### config.mk
export PLATFORM = sky130hd
export DESIGN_NAME = udbc_counter
export DESIGN_NICKNAME = d
export VERILOG_FILES = /design/src/common/udbc_pkg.sv /design/src/rtl/udbc_counter.sv /design/src/rtl/udbc_sync.sv
export SDC_FILE = /design/constraint.sdc
export NUM_CORES = 1
export LEC_CHECK = 0
export ABC_AREA = 1
export ABC_CLOCK_PERIOD_IN_PS = 2000
export BUFFER_PORTS_ARGS = -buffer_cell sky130_fd_sc_hd__buf_2
export CORE_MARGIN = 2
export CORE_UTILIZATION = 50
export DETAILED_ROUTE_END_ITERATION = 16
export GPL_ROUTABILITY_DRIVEN = 0
export GPL_TIMING_DRIVEN = 0
export PLACE_DENSITY_LB_ADDON = 0.12
export SLEW_MARGIN = 20
export SYNTH_ARGS = -nofsm -noshare
export SYNTH_HDL_FRONTEND = slang
export SYNTH_SLANG_ARGS = --single-unit
### constraint.sdc
create_clock -name clk -period 2 [get_ports clk]
set_input_delay 0.1 -clock clk [delete_from_list [all_inputs] [get_ports clk]]
set_output_delay 0.1 -clock clk [all_outputs]
set_load 0.005 [all_outputs]
### src/common/udbc_pkg.sv
// Purpose: Shared constants and types for the 4-bit up/down counter
// Assumes: One 50 MHz system clock
// Notes: Count pins are strobes sampled in the clock domain
package udbc_pkg;
    localparam int COUNT_WIDTH = 4;
    localparam logic [3:0] COUNT_RESET = 4'h0;
    localparam logic [3:0] COUNT_MAX = 4'hF;
    localparam logic [3:0] COUNT_MIN = 4'h0;
    // Idle pin levels {up, down, clear, load_n}; avoids a false edge after reset
    localparam logic [3:0] SYNC_IDLE = 4'hD;
    localparam logic EDGE_IDLE = 1'b1;
    localparam real CLK_PERIOD_NS = 20.0;

    typedef struct packed {
        logic upClockIn;
        logic downClockIn;
        logic masterClear;
        logic presetLoad_n;
        logic [3:0] presetData;
    } udbc_ctrl_t;

    typedef struct packed {
        logic [3:0] count;
        logic carryOut_n;
        logic borrowOut_n;
    } udbc_stat_t;

    typedef enum logic [1:0] {
        UDBC_HOLD,
        UDBC_UP,
        UDBC_DOWN
    } udbc_op_t;
endpackage

### src/rtl/udbc_counter.sv
// Purpose: Presettable 4-bit modulo-16 up/down counter with carry and borrow
// Assumes: Count clocks, clear and load arrive asynchronously; all sampled in clk domain
// Notes: Clear and load act one edge after the two-flop synchroniser latency, not instantly
`timescale 1ns/1ps
module udbc_counter (
    input wire logic clk,
    input wire logic rst,
    input wire udbc_pkg::udbc_ctrl_t ctrl,
    output udbc_pkg::udbc_stat_t stat
);
    logic [3:0] syncLevels;
    logic upLvl;
    logic downLvl;
    logic clearLvl;
    logic loadLvl_n;
    logic upPrev;
    logic downPrev;
    logic [3:0] count;
    logic [3:0] next_count;
    logic next_upPrev;
    logic next_downPrev;
    logic carryOut_n;
    logic borrowOut_n;
    logic next_carryOut_n;
    logic next_borrowOut_n;
    udbc_pkg::udbc_op_t op;

    // Synchronise the up clock, down clock, clear and load inputs; presetData is used unsynchronised
    udbc_sync #(.WIDTH(4)) u_sync (
        .clk(clk),
        .rst(rst),
        .din({ctrl.upClockIn, ctrl.downClockIn, ctrl.masterClear, ctrl.presetLoad_n}),
        .resetValue(udbc_pkg::SYNC_IDLE),
        .dout(syncLevels)
    );

    assign upLvl = syncLevels[3];
    assign downLvl = syncLevels[2];
    assign clearLvl = syncLevels[1];
    assign loadLvl_n = syncLevels[0];

    function automatic logic rose(input logic now, input logic prev);
        rose = now & ~prev;
    endfunction

    // Active-low terminal flag, shared by carry and borrow
    function automatic logic terminalN(input logic [3:0] value, input logic [3:0] target, input logic clockLvl);
        terminalN = ~((value == target) && !clockLvl);
    endfunction

    always_comb
    begin
        op = udbc_pkg::UDBC_HOLD;
        // Count only when the other clock is held high
        // Both rising together is the both-high no-change case, not a count
        if (rose(upLvl, upPrev) && downLvl && downPrev)
            op = udbc_pkg::UDBC_UP;
        else if (rose(downLvl, downPrev) && upLvl && upPrev)
            op = udbc_pkg::UDBC_DOWN;
    end

    always_comb
    begin
        next_upPrev = upLvl;
        next_downPrev = downLvl;
        next_count = count;
        if (clearLvl)
            next_count = udbc_pkg::COUNT_RESET;
        else if (!loadLvl_n)
            next_count = ctrl.presetData;
        else
        begin
            case (op)
                udbc_pkg::UDBC_UP: next_count = count + 4'h1;
                udbc_pkg::UDBC_DOWN: next_count = count - 4'h1;
                default: next_count = count;
            endcase
        end
        // Terminal counts use the synchronised clock level so they track the count
        next_carryOut_n = terminalN(next_count, udbc_pkg::COUNT_MAX, upLvl);
        next_borrowOut_n = terminalN(next_count, udbc_pkg::COUNT_MIN, downLvl);
    end

    always_ff @(posedge clk)
    begin
        if (rst)
        begin
            count <= udbc_pkg::COUNT_RESET;
            upPrev <= udbc_pkg::EDGE_IDLE;
            downPrev <= udbc_pkg::EDGE_IDLE;
            carryOut_n <= 1'b1;
            borrowOut_n <= 1'b1;
        end
        else
        begin
            count <= next_count;
            upPrev <= next_upPrev;
            downPrev <= next_downPrev;
            carryOut_n <= next_carryOut_n;
            borrowOut_n <= next_borrowOut_n;
        end
    end

    assign stat.count = count;
    assign stat.carryOut_n = carryOut_n;
    assign stat.borrowOut_n = borrowOut_n;

    property p_clear;
        @(posedge clk) disable iff (rst) clearLvl |=> (count == 4'h0);
    endproperty
    a_clear: assert property (p_clear) else $error("Clear did not zero count");

    property p_load;
        @(posedge clk) disable iff (rst) (!clearLvl && !loadLvl_n) |=> (count == $past(ctrl.presetData));
    endproperty
    a_load: assert property (p_load) else $error("Load did not preset count");

    property p_up;
        @(posedge clk) disable iff (rst)
            (!clearLvl && loadLvl_n && upLvl && !upPrev && downLvl && downPrev)
            |=> (count == $past(count) + 4'h1);
    endproperty
    a_up: assert property (p_up) else $error("Up edge did not increment");

    property p_down;
        @(posedge clk) disable iff (rst)
            (!clearLvl && loadLvl_n && downLvl && !downPrev && upLvl && upPrev)
            |=> (count == $past(count) - 4'h1);
    endproperty
    a_down: assert property (p_down) else $error("Down edge did not decrement");

    property p_wrap;
        @(posedge clk) disable iff (rst)
            (!clearLvl && loadLvl_n && count == 4'hF && upLvl && !upPrev && downLvl && downPrev)
            |=> (count == 4'h0);
    endproperty
    a_wrap: assert property (p_wrap) else $error("Count did not wrap to zero");

    property p_stable;
        @(posedge clk) disable iff (rst)
            (!clearLvl && loadLvl_n && !(upLvl && !upPrev) && !(downLvl && !downPrev)) |=> $stable(count);
    endproperty
    a_stable: assert property (p_stable) else $error("Count changed without edge");

    property p_carry;
        @(posedge clk) disable iff (rst) 1'b1 |=> (carryOut_n == !(count == 4'hF && !$past(upLvl)));
    endproperty
    a_carry: assert property (p_carry) else $error("Carry output wrong");

    property p_borrow;
        @(posedge clk) disable iff (rst) 1'b1 |=> (borrowOut_n == !(count == 4'h0 && !$past(downLvl)));
    endproperty
    a_borrow: assert property (p_borrow) else $error("Borrow output wrong");

    property p_both_rise;
        @(posedge clk) disable iff (rst)
            (!clearLvl && loadLvl_n && upLvl && !upPrev && downLvl && !downPrev) |=> $stable(count);
    endproperty
    a_both_rise: assert property (p_both_rise) else $error("Count moved on a joint rise");

    property p_up_refused;
        @(posedge clk) disable iff (rst)
            (!clearLvl && loadLvl_n && upLvl && !upPrev && !downLvl) |=> $stable(count);
    endproperty
    a_up_refused: assert property (p_up_refused) else $error("Up edge counted with down low");

    property p_down_refused;
        @(posedge clk) disable iff (rst)
            (!clearLvl && loadLvl_n && downLvl && !downPrev && !upLvl) |=> $stable(count);
    endproperty
    a_down_refused: assert property (p_down_refused) else $error("Down edge counted with up low");

    property p_wrap_down;
        @(posedge clk) disable iff (rst)
            (!clearLvl && loadLvl_n && count == udbc_pkg::COUNT_MIN && downLvl && !downPrev && upLvl && upPrev)
            |=> (count == udbc_pkg::COUNT_MAX);
    endproperty
    a_wrap_down: assert property (p_wrap_down) else $error("Count did not wrap to fifteen");

    property p_clear_over_load;
        @(posedge clk) disable iff (rst)
            (clearLvl && !loadLvl_n) |=> (count == udbc_pkg::COUNT_RESET);
    endproperty
    a_clear_over_load: assert property (p_clear_over_load) else $error("Load beat clear");

    property p_clear_hold;
        @(posedge clk) disable iff (rst)
            (clearLvl && $past(clearLvl)) |-> (count == udbc_pkg::COUNT_RESET);
    endproperty
    a_clear_hold: assert property (p_clear_hold) else $error("Count left zero during clear");

    property p_carry_at_max;
        @(posedge clk) disable iff (rst)
            !carryOut_n |-> (count == udbc_pkg::COUNT_MAX);
    endproperty
    a_carry_at_max: assert property (p_carry_at_max) else $error("Carry low away from fifteen");

    property p_borrow_at_min;
        @(posedge clk) disable iff (rst)
            !borrowOut_n |-> (count == udbc_pkg::COUNT_MIN);
    endproperty
    a_borrow_at_min: assert property (p_borrow_at_min) else $error("Borrow low away from zero");

    property p_carry_idle;
        @(posedge clk) disable iff (rst)
            upLvl |=> carryOut_n;
    endproperty
    a_carry_idle: assert property (p_carry_idle) else $error("Carry low with up clock high");

    property p_borrow_idle;
        @(posedge clk) disable iff (rst)
            downLvl |=> borrowOut_n;
    endproperty
    a_borrow_idle: assert property (p_borrow_idle) else $error("Borrow low with down clock high");

    property p_sync_delay;
        @(posedge clk) disable iff (rst)
            (!$past(rst) && !$past(rst, 2))
            |-> (clearLvl == $past(ctrl.masterClear, 2)) && (loadLvl_n == $past(ctrl.presetLoad_n, 2));
    endproperty
    a_sync_delay: assert property (p_sync_delay) else $error("Clear or load not two flops late");
endmodule

### src/rtl/udbc_sync.sv
// Purpose: Two-flop synchroniser for a group of level inputs
// Assumes: Inputs may be asynchronous to clk
// Notes: First stage feeds only the second stage
`timescale 1ns/1ps
module udbc_sync #(
    parameter int WIDTH = 2
) (
    input wire logic clk,
    input wire logic rst,
    input wire logic [WIDTH-1:0] din,
    input wire logic [WIDTH-1:0] resetValue,
    output logic [WIDTH-1:0] dout
);
    logic [WIDTH-1:0] stage1;
    logic [WIDTH-1:0] next_stage1;
    logic [WIDTH-1:0] next_dout;

    always_comb
    begin
        next_stage1 = din;
        next_dout = stage1;
    end

    always_ff @(posedge clk)
    begin
        if (rst)
        begin
            stage1 <= resetValue;
            dout <= resetValue;
        end
        else
        begin
            stage1 <= next_stage1;
            dout <= next_dout;
        end
    end
endmodule
; ---- After elaboration in Yosys (flattened, before gate mapping)
; Index checks and enable logic that the tools add are counted.
[word_totals]
in_bits = 10
wordCells = 32
regBits = 16
[op_classes]
reduce_logical = 9
n_eq_ne = 3
bitwise = 6
n_addsub = 2
muxes = 5
[op_table]
columns = op, count
row1 = $mux W4, 2
row2 = $pmux W4 S2, 1
row3 = $logic_and A1 B1 Y1, 6
row4 = $add A4 B1 Y4 const B, 1
row5 = $eq A4 B4 Y1 const B, 1
row6 = $logic_not A4 Y1, 1
row7 = $mux W2, 2
row8 = $not A1 Y1, 4
row9 = $sub A4 B1 Y4 const B, 1
row10 = $and A1 B1 Y1, 2
row11 = $eq A2 B1 Y1 const B, 1
row12 = $eq A2 B2 Y1 const B, 1
row13 = $logic_not A1 Y1, 2

; ---- Longest topological paths before layout
; Gate-level depths: netlist (run 1).
[logic_depth]
ltp_word = 13
ltp_mapped = 14
ltp_nobuf = 14

; ---- By module
; Synthesis (run 1) repeated with hierarchy kept, for this count alone.
[unflattened]
hier_cells = 106
hier_area_um2 = 754.5
[modules_own_cells]
columns = module, cells_per_inst, area_each_um2, seq_area_each_um2, n_inst
row1 = udbc_counter, 77, 515.5, 160.2, 1
row2 = udbc_sync, 29, 239.0, 160.2, 1

; ---- Least setup slack after synthesis (run 1)
; Ideal clock, no wire load.
[synth_timing]
path_type = flip-flop to flip-flop
from = register u_sync.dout[2]
to = register carryOut_n
setup_slack_ns = 0.387
path_stages_with_launch = 14
path_buffers = 0
t_arrival_ns = 1.494
cell_sequence = dfxtp_1 -> inv_2 -> nor2_2 -> nand2_2 -> inv_1 -> ha_1 -> a21oi_1 -> nand3_1 -> nand2_1 -> nand2_1 -> nand3_2 -> nand2_2 -> inv_1 -> nand3_1
[synth_between]
elab_chain_cells = 12
[synth_lines]
columns = item, line_no
row1 = from (decl), udbc_sync.sv:12  ; output logic [WIDTH-1:0] dout
row2 = from (signal assigned), udbc_sync.sv:29  ; dout <= resetValue;
row3 = from (signal assigned), udbc_sync.sv:34  ; dout <= next_dout;
row4 = $and A1 B1 Y1, udbc_counter.sv:43  ; rose = now & ~prev;
row5 = $logic_and A1 B1 Y1 (2 in a row), udbc_counter.sv:58  ; else if (rose(downLvl, downPrev) && upLvl && upPrev)
row6 = $mux W2, udbc_counter.sv:58
row7 = $mux W2 (*), udbc_counter.sv:56  ; if (rose(upLvl, upPrev) && downLvl && downPrev)
row8 = $eq A2 B2 Y1 / $eq A2 B1 Y1 (equally long branches), udbc_counter.sv:73  ; case (op)
row9 = $pmux W4 S2 (*), udbc_counter.sv:73
row10 = $mux W4 (*), udbc_counter.sv:69  ; else if (!loadLvl_n)
row11 = $mux W4 (*), udbc_counter.sv:67  ; if (clearLvl)
row12 = $eq A4 B4 Y1 (*), udbc_counter.sv:48  ; terminalN = ~((value == target) && !clockLvl);
row13 = $logic_and A1 B1 Y1 (*), udbc_counter.sv:48
row14 = $not A1 Y1 (*), udbc_counter.sv:48
row15 = to (signal assigned), udbc_counter.sv:99  ; carryOut_n <= next_carryOut_n;
row16 = to (decl), udbc_counter.sv:22  ; logic carryOut_n;
; Every way passes the cells marked *; elsewhere a longest branch is shown, timed or not.
; A chain may end at the register's enable or synchronous reset.

; ---- Worst setup path after layout (run 1)
[layout_timing]
from = register u_sync.dout[2]
to = register borrowOut_n
[layout_between]
elab_chain_cells = 12
[layout_lines]
columns = item, line_no
row1 = $and A1 B1 Y1, udbc_counter.sv:43
row2 = $logic_and A1 B1 Y1 (2 in a row), udbc_counter.sv:58
row3 = $mux W2, udbc_counter.sv:58
row4 = $mux W2, udbc_counter.sv:56
row5 = $eq A2 B2 Y1 / $eq A2 B1 Y1 (equally long branches), udbc_counter.sv:73
row6 = $pmux W4 S2, udbc_counter.sv:73
row7 = $mux W4, udbc_counter.sv:69
row8 = $mux W4, udbc_counter.sv:67
row9 = $logic_not A4 Y1, udbc_counter.sv:48
row10 = $logic_and A1 B1 Y1 (*), udbc_counter.sv:48
row11 = $not A1 Y1 (*), udbc_counter.sv:48
row12 = to (signal assigned), udbc_counter.sv:100  ; borrowOut_n <= next_borrowOut_n;
row13 = to (decl), udbc_counter.sv:23  ; logic borrowOut_n;
; Marks and branches as above.

==> results of run 1 <==
sequential cells by signal, summed over array words and instances, names as in the netlist:
signal / count
count: 4
upPrev: 1
borrowOut_n: 1
downPrev: 1
u_sync.next_dout: 4
carryOut_n: 1
u_sync.dout: 4
how the worst max path moves through the flow:
stage	startpoint	slack [ns]	depth (start not counted)	endpoint
6_report	u_sync.dout[2]$_SDFF_PP1_	0.27	13	borrowOut_n$_SDFF_PP1_
2_1_floorplan	u_sync.dout[2]$_SDFF_PP1_	0.39	13	carryOut_n$_SDFF_PP1_
3_3_place_gp	u_sync.dout[2]$_SDFF_PP1_	0.26	13	borrowOut_n$_SDFF_PP1_
4_1_cts	u_sync.dout[2]$_SDFF_PP1_	0.20	13	borrowOut_n$_SDFF_PP1_
5_1_grt	u_sync.dout[3]$_SDFF_PP1_	0.03	13	borrowOut_n$_SDFF_PP1_
3_5_place_dp	u_sync.dout[2]$_SDFF_PP1_	0.22	13	borrowOut_n$_SDFF_PP1_
critical path, stage by stage (launching register included):
cell     delay (ns)
dfxtp_1        0.35
inv_2          0.05
nor2_2         0.08
nand2_2        0.10
inv_1          0.12
ha_1           0.28
a21oi_2        0.16
nand2_1        0.06
nand2_1        0.07
nand2_1        0.05
nand2_1        0.07
nand3_2        0.07
nand2_2        0.08
nand3_1        0.08
routing by layer:
metal  part of all wire (%)  global-route usage [%]
met1                     46                    18.8
met2                     49                    26.6
met3                    3.3                    3.88
met4                    1.4                    9.38
met5                      0                       0
report_power, final:
group          internal (uW)  switching, uW
logic                   37.4           41.8
clock network            111           95.3
registers                333           9.18
timing repair:
item,4_1_cts,5_1_grt
gates resized for setup,0,1
setup endpoints to repair,0,1
buffers inserted,0,0
hold endpoints to repair,3,0
hold buffers,3,0
synthesized netlist by cell type (2+ instances only):
cell / n / area [um^2]
ha_1: 2 / 25.0
nand2_2: 6 / 37.5
nand3_2: 2 / 20.0
or2_2: 2 / 12.5
buf_4: 3 / 22.5
nand2_1: 11 / 41.3
dfxtp_1: 16 / 320
nor2_1: 18 / 67.6
nand3_1: 11 / 55.1
or2_1: 4 / 25.0
inv_1: 11 / 41.3
inv_2: 2 / 7.51
nor2_2: 2 / 12.5
cell families after synthesis:
logic type | after synthesis | share of synthesized area [%]
xor gates and xnor gates | 1 | 1.21
DFF | 16 | 44.1
adders and majority gates | 3 | 6.21
buffers and inverters | 17 | 10.3
and+or+nand+nor | 56 | 37.4
AOI/OAI and AO/OA | 1 | 0.689
layout make-up:
class	instances	share of cell area, %
Inverter	13	5.49
Sequential cell	16	36.0
Timing Repair Buffer	18	11.8
Multi-Input combinational cell	61	37.6
Clock buffer	4	4.08
Buffer	4	2.95
Tap cell	15	2.11
through the flow:
step / cells / instance area (um^2)
after global placement: 124 / 820
after floorplan: 94 / 726
after global routing: 131 / 890
after CTS: 131 / 886
after detailed placement: 124 / 820
final: 131 / 890
==> summary.md, run 1 <==
| Metric | Value |
|---|---|
| Status | `finished clean` |
| Pwr Density | `approximately 700 nW/um^2` |
| Via density per instance | `about 4.5` |
| Initial antenna violation count | `0` |
| Num CTS Buffers | `3` |
| #FFs+latches synth | `16` |
| Crit path DAT | `approximately 1.9 ns` |
| Dpl ws | `roughly 0.22 ns` |
| Kind of critical path | `reg2reg` |
| Die Y | `~42 um` |
| Most frequent cells in the layout | `nor2_1, dfxtp_1, buf_2` |
| Starting Density | `54.4%` |
| Synth-to-Final Area Change | `22.6%` |
| Routed Antenna Nets | `0` |
| Worst-Skew Late Latency | `0.28 ns` |
| Seq/Total Area, Yosys | `between 40% and 50%` |
| Skew final | `between 0.0008 and 0.0009 ns` |
| Critical Path Fanout Max | `6` |
| Asr flop ratio synth | `0%` |
| Hold path depth | `3` |
| Multi-input gate area | `334 um^2` |
| RSZ-0062 raised after global routing | `false` |
| # nets final | `between 100 and 150` |
| Via count of the first global-routing pass | `roughly 540` |
| Net Count, Synth | `around 110` |
| Type of the most critical hold path | `in2reg` |
| Worst EP required | `roughly 2.2 ns` |
| Remaining Overflow, GRT | `0` |
| Die width | `~42 um` |
| Cell area after synthesis | `around 730 um^2` |
| TritonCTS clock tree | `built` |
| Worst r2r dst | `borrowOut_n$_SDFF_PP1_` |
| Synth Flop Type | `dfxtp_1` |
| Layout cells sized above 1 | `about a third` |
| Max-cap viol count | `0` |
| Post-Syn Instances | `94` |
| Syn. warnings | `0` |
| DR iter-0 viols | `14` |
| RR Startpoint | `u_sync.dout[2]$_SDFF_PP1_` |
| Fin. max-slew vios | `0` |
| Per-cell routed wire length | `around 9 um` |
| Post-route clock period utilization | `around 87%` |
| Core Area | `1330 um^2` |
| Hold_sp | `ctrl[5]` |
| Worst hold path endpoint | `u_sync.next_dout[1]$_SDFF_PP0_` |
| R2R depth | `13` |
| Slew margin rel. | `about three quarters` |
| Clk Tree Root Cell | `clkbuf_4` |
| Final hold vios | `0` |
| # rows | `13` |
| Worst Setup Start Kind | `flop` |
| Fillers | `111` |
| I/O pins | `16` |
| CTS Buffer Depth | `2` |
| Largest net degree at the start of global routing | `11` |
| Fin Setup TNS | `0 ns` |
| Final min period | `roughly 1.7 ns` |
| Commonest non-fill, non-tap cell in the layout | `nor2_1` |
| DRC viols | `0` |
| Via count | `590` |
| EDFF count, synth | `0` |
| Total design power | `627 uW` |
| First-pass GRT wire length | `between 2000 and 2500 um` |
| LEAKAGE | `approximately 0.00047 uW` |
| H-tree depth | `1` |
| Syn avg cell area | `a little under 8 um^2` |
| Synth cell types | `17` |
| Final setup violation count | `0` |
| Area of the die | `around 1800 um^2` |
| Routed wire length | `1210 um` |
| Register area | `roughly 320 um^2` |
| CP Capture Type | `flop` |
| Slew at the pin closest to its max-slew limit | `0.388 ns` |
| CTS clk-pin slew, worst paths | `about 0.09 ns` |
| HPWL after detailed placement | `945 um` |
| DR pass1 iterations | `4` |
| Sink Count | `16` |
| Final Util | `roughly two thirds` |
| Hold Slack | `approximately 0.023 ns` |
| Fmax | `around 0.58 GHz` |
| Reg2reg setup slack | `~0.27 ns` |
| Peak supply drop | `around 0.54 mV` |
| Setup WS post-layout | `0.266 ns` |
| Ant. Diodes | `0` |
| Number of port buffers | `15` |
| GRT Total Usage | `around 16%` |
No activity file was read; power rests on OpenSTA's default activity.
==> run 2, diff against run 1 <==
CORE_MARGIN = default   (was 2)
GPL_ROUTABILITY_DRIVEN = 1   (was 0)
==> summary.md, run 2 (synthesis gave the netlist of run 1 again) <==
| Metric | Value |
|---|---|
| RR Startpoint | `u_sync.dout[3]$_SDFF_PP1_ (was u_sync.dout[2]$_SDFF_PP1_)` |
| Layout cells sized above 1 | `31.0% (was 31.9%)` |
| Skew final | `0.00101 ns (was 0.000822 ns)` |
| Final min period | `1.79 ns (was 1.73 ns)` |
| DRC viols | `0 (unchanged)` |
| Routed wire length | `1180 um (was 1210 um)` |
| Final hold vios | `0 (unchanged)` |
| I/O pins | `16 (unchanged)` |
| Area of the die | `1610 um^2 (was 1770 um^2)` |
| Status | `finished clean (unchanged)` |
| Commonest non-fill, non-tap cell in the layout | `nor2_1 (unchanged)` |
| Fmax | `0.558 GHz (was 0.577 GHz)` |
| Remaining Overflow, GRT | `0 (unchanged)` |
| Fin Setup TNS | `0 ns (unchanged)` |
| Fin cells | `131 (unchanged)` |
| HPWL after detailed placement | `897 um (was 945 um)` |
| Fillers | `117 (was 111)` |
| Core Area | `1320 um^2 (was 1330 um^2)` |
| Kind of critical path | `reg2reg (unchanged)` |
| H-tree depth | `1 (unchanged)` |
| Per-cell routed wire length | `9.00 um (was 9.24 um)` |
| Slew at the pin closest to its max-slew limit | `0.360 ns (was 0.388 ns)` |
| Peak supply drop | `0.475 mV (was 0.536 mV)` |
| Num CTS Buffers | `3 (unchanged)` |
| Via count of the first global-routing pass | `499 (was 541)` |
| CP top delay family | `simple AND/OR/NAND/NOR gates (unchanged)` |
| Post-route clock period utilization | `89.5% (was 86.7%)` |
| Largest net degree at the start of global routing | `11 (unchanged)` |
| CTS Buffer Depth | `2 (unchanged)` |
| CP Cell Sequence | `nand2_1 > inv_1 > nand2_2 > inv_1 > ha_1 > a21oi_1 > nand3_1 > nand2_1 > nand2_1 > nand3_2 > nand2_2 > inv_1 > nand3_1 (was inv_2 > nor2_2 > nand2_2 > inv_1 > ha_1 > a21oi_2 > nand2_1 > nand2_1 > nand2_1 > nand2_1 > nand3_2 > nand2_2 > nand3_1)` |
| Die Y | `40.1 um (was 42.1 um)` |
| Ant. Diodes | `0 (unchanged)` |
| # rows | `13 (unchanged)` |
| # nets final | `130 (unchanged)` |
| CP Capture Type | `flop (unchanged)` |
| Crit path DAT | `1.95 ns (was 1.91 ns)` |
| Slowest CP cell | `dfxtp_1 (unchanged)` |
| Initial antenna violation count | `0 (unchanged)` |
| TritonCTS clock tree | `built (unchanged)` |
| Max-cap viol count | `0 (unchanged)` |
| DR pass1 iterations | `4 (unchanged)` |
| LEAKAGE | `0.000471 uW (about the same)` |
| Via count | `587 (was 590)` |
| Fin. max-slew vios | `0 (unchanged)` |
| CP startpoint | `u_sync.dout[3]$_SDFF_PP1_ (was u_sync.dout[2]$_SDFF_PP1_)` |
| CP max stage delay | `0.37 ns (was 0.35 ns)` |
| Post-CTS Setup Repair Bufs | `0 (unchanged)` |
| Critical Path Fanout Max | `6 (unchanged)` |
| Worst path bufs/invs | `3 (was 2)` |
| Synth-to-Final Area Change | `22.1% (was 22.6%)` |
| CTS clk-pin slew, worst paths | `0.09 ns (about the same)` |
| Inst Count DP | `124 (unchanged)` |
| Sink Count | `16 (unchanged)` |
| GRT Total Usage | `17.3% (was 16.1%)` |
| Routed Antenna Nets | `0 (unchanged)` |
| Final setup violation count | `0 (unchanged)` |
| Starting Density | `55.1% (was 54.4%)` |
| DR iter-0 viols | `5 (was 14)` |
| Worst Setup Start Kind | `flop (unchanged)` |
| Type of the most critical hold path | `in2reg (unchanged)` |
| Via density per instance | `4.48 (was 4.50)` |
| Worst EP required | `2.16 ns (was 2.17 ns)` |
| RSZ-0062 raised after global routing | `false (unchanged)` |
| Die width | `40.1 um (was 42.1 um)` |
| Worst-Skew Late Latency | `0.27 ns (was 0.28 ns)` |
| Most frequent cells in the layout | `nor2_1, dfxtp_1, buf_2 (unchanged)` |
| Slew margin rel. | `76.0% (was 74.1%)` |
| Number of port buffers | `15 (unchanged)` |
| First-pass GRT wire length | `1840 um (was 2150 um)` |
| Final GP Congestion | `0.781` |
| Hold_sp | `ctrl[5] (unchanged)` |
| Pwr Density | `705 nW/um^2 (about the same)` |
| Clk Tree Root Cell | `clkbuf_4 (unchanged)` |
[run 2: report_power, final]
| part | total (uW) | switching, uW | internal, uW |
|---|---|---|---|
| Combinational | 78.0 | 40.8 | 37.2 |
| Clock | 204 | 93.9 | 111 |
| Sequential | 342 | 9.32 | 333 |
| Total | 624 | 144 | 480 |
[run 2: what timing repair did]
item / CTS / global route
resized for setup: 0 / 0
hold buffers: 3 / 0
endpoints found under the hold margin: 3 / 0
[run 2: tightest hold or removal path, stage by stage]
cell	delay [ns]
buf_2	0.10
inv_1	0.04
nor2_1	0.03
[run 2: layout make-up]
class                   count  area (um^2)  share of cell area (%)
repair buffers             18          105                    11.9
plain buffers               4         26.3                    2.97
well taps                  15         18.8                    2.12
inverters                  13         48.8                    5.51
clock buffers               4         36.3                    4.10
multi-input cells          61          330                    37.3
flip-flops and latches     16          320                    36.2
[run 2: per-layer routing]
metal	track usage [%]	vias to the layer above	wire, um
li1	-	326	-
met1	19.2	248	551
met2	31.5	11	594
met3	1.67	2	26
met4	10.3	0	6
met5	0	-	0
[run 2: path summary, 6_finish.rpt]
kind / cells past startpoint / slack, ns / end
hold / removal: 3 / 0.02 / u_sync.next_dout[1]$_SDFF_PP0_
setup reg to reg: 13 / 0.21 / carryOut_n$_SDFF_PP1_
setup / recovery: 13 / 0.21 / carryOut_n$_SDFF_PP1_
hold reg to reg: 1 / 0.41 / u_sync.dout[3]$_SDFF_PP1_
[run 2: through the flow]
stage | hold slack (ns) | util (%) | worst slack (ns) | cell area, um^2 | power (uW)
after floorplan | 0.192 | - | 0.387 | 726 | 399
after global placement | 0.275 | 62.2 | 0.254 | 820 | 421
after detailed placement | 0.282 | 62.2 | 0.206 | 820 | 423
after CTS | 0.00983 | 67.2 | 0.193 | 886 | 632
after global routing | 0.00610 | 67.2 | 0.0351 | 886 | 656
final | 0.0209 | 67.2 | 0.209 | 886 | 624
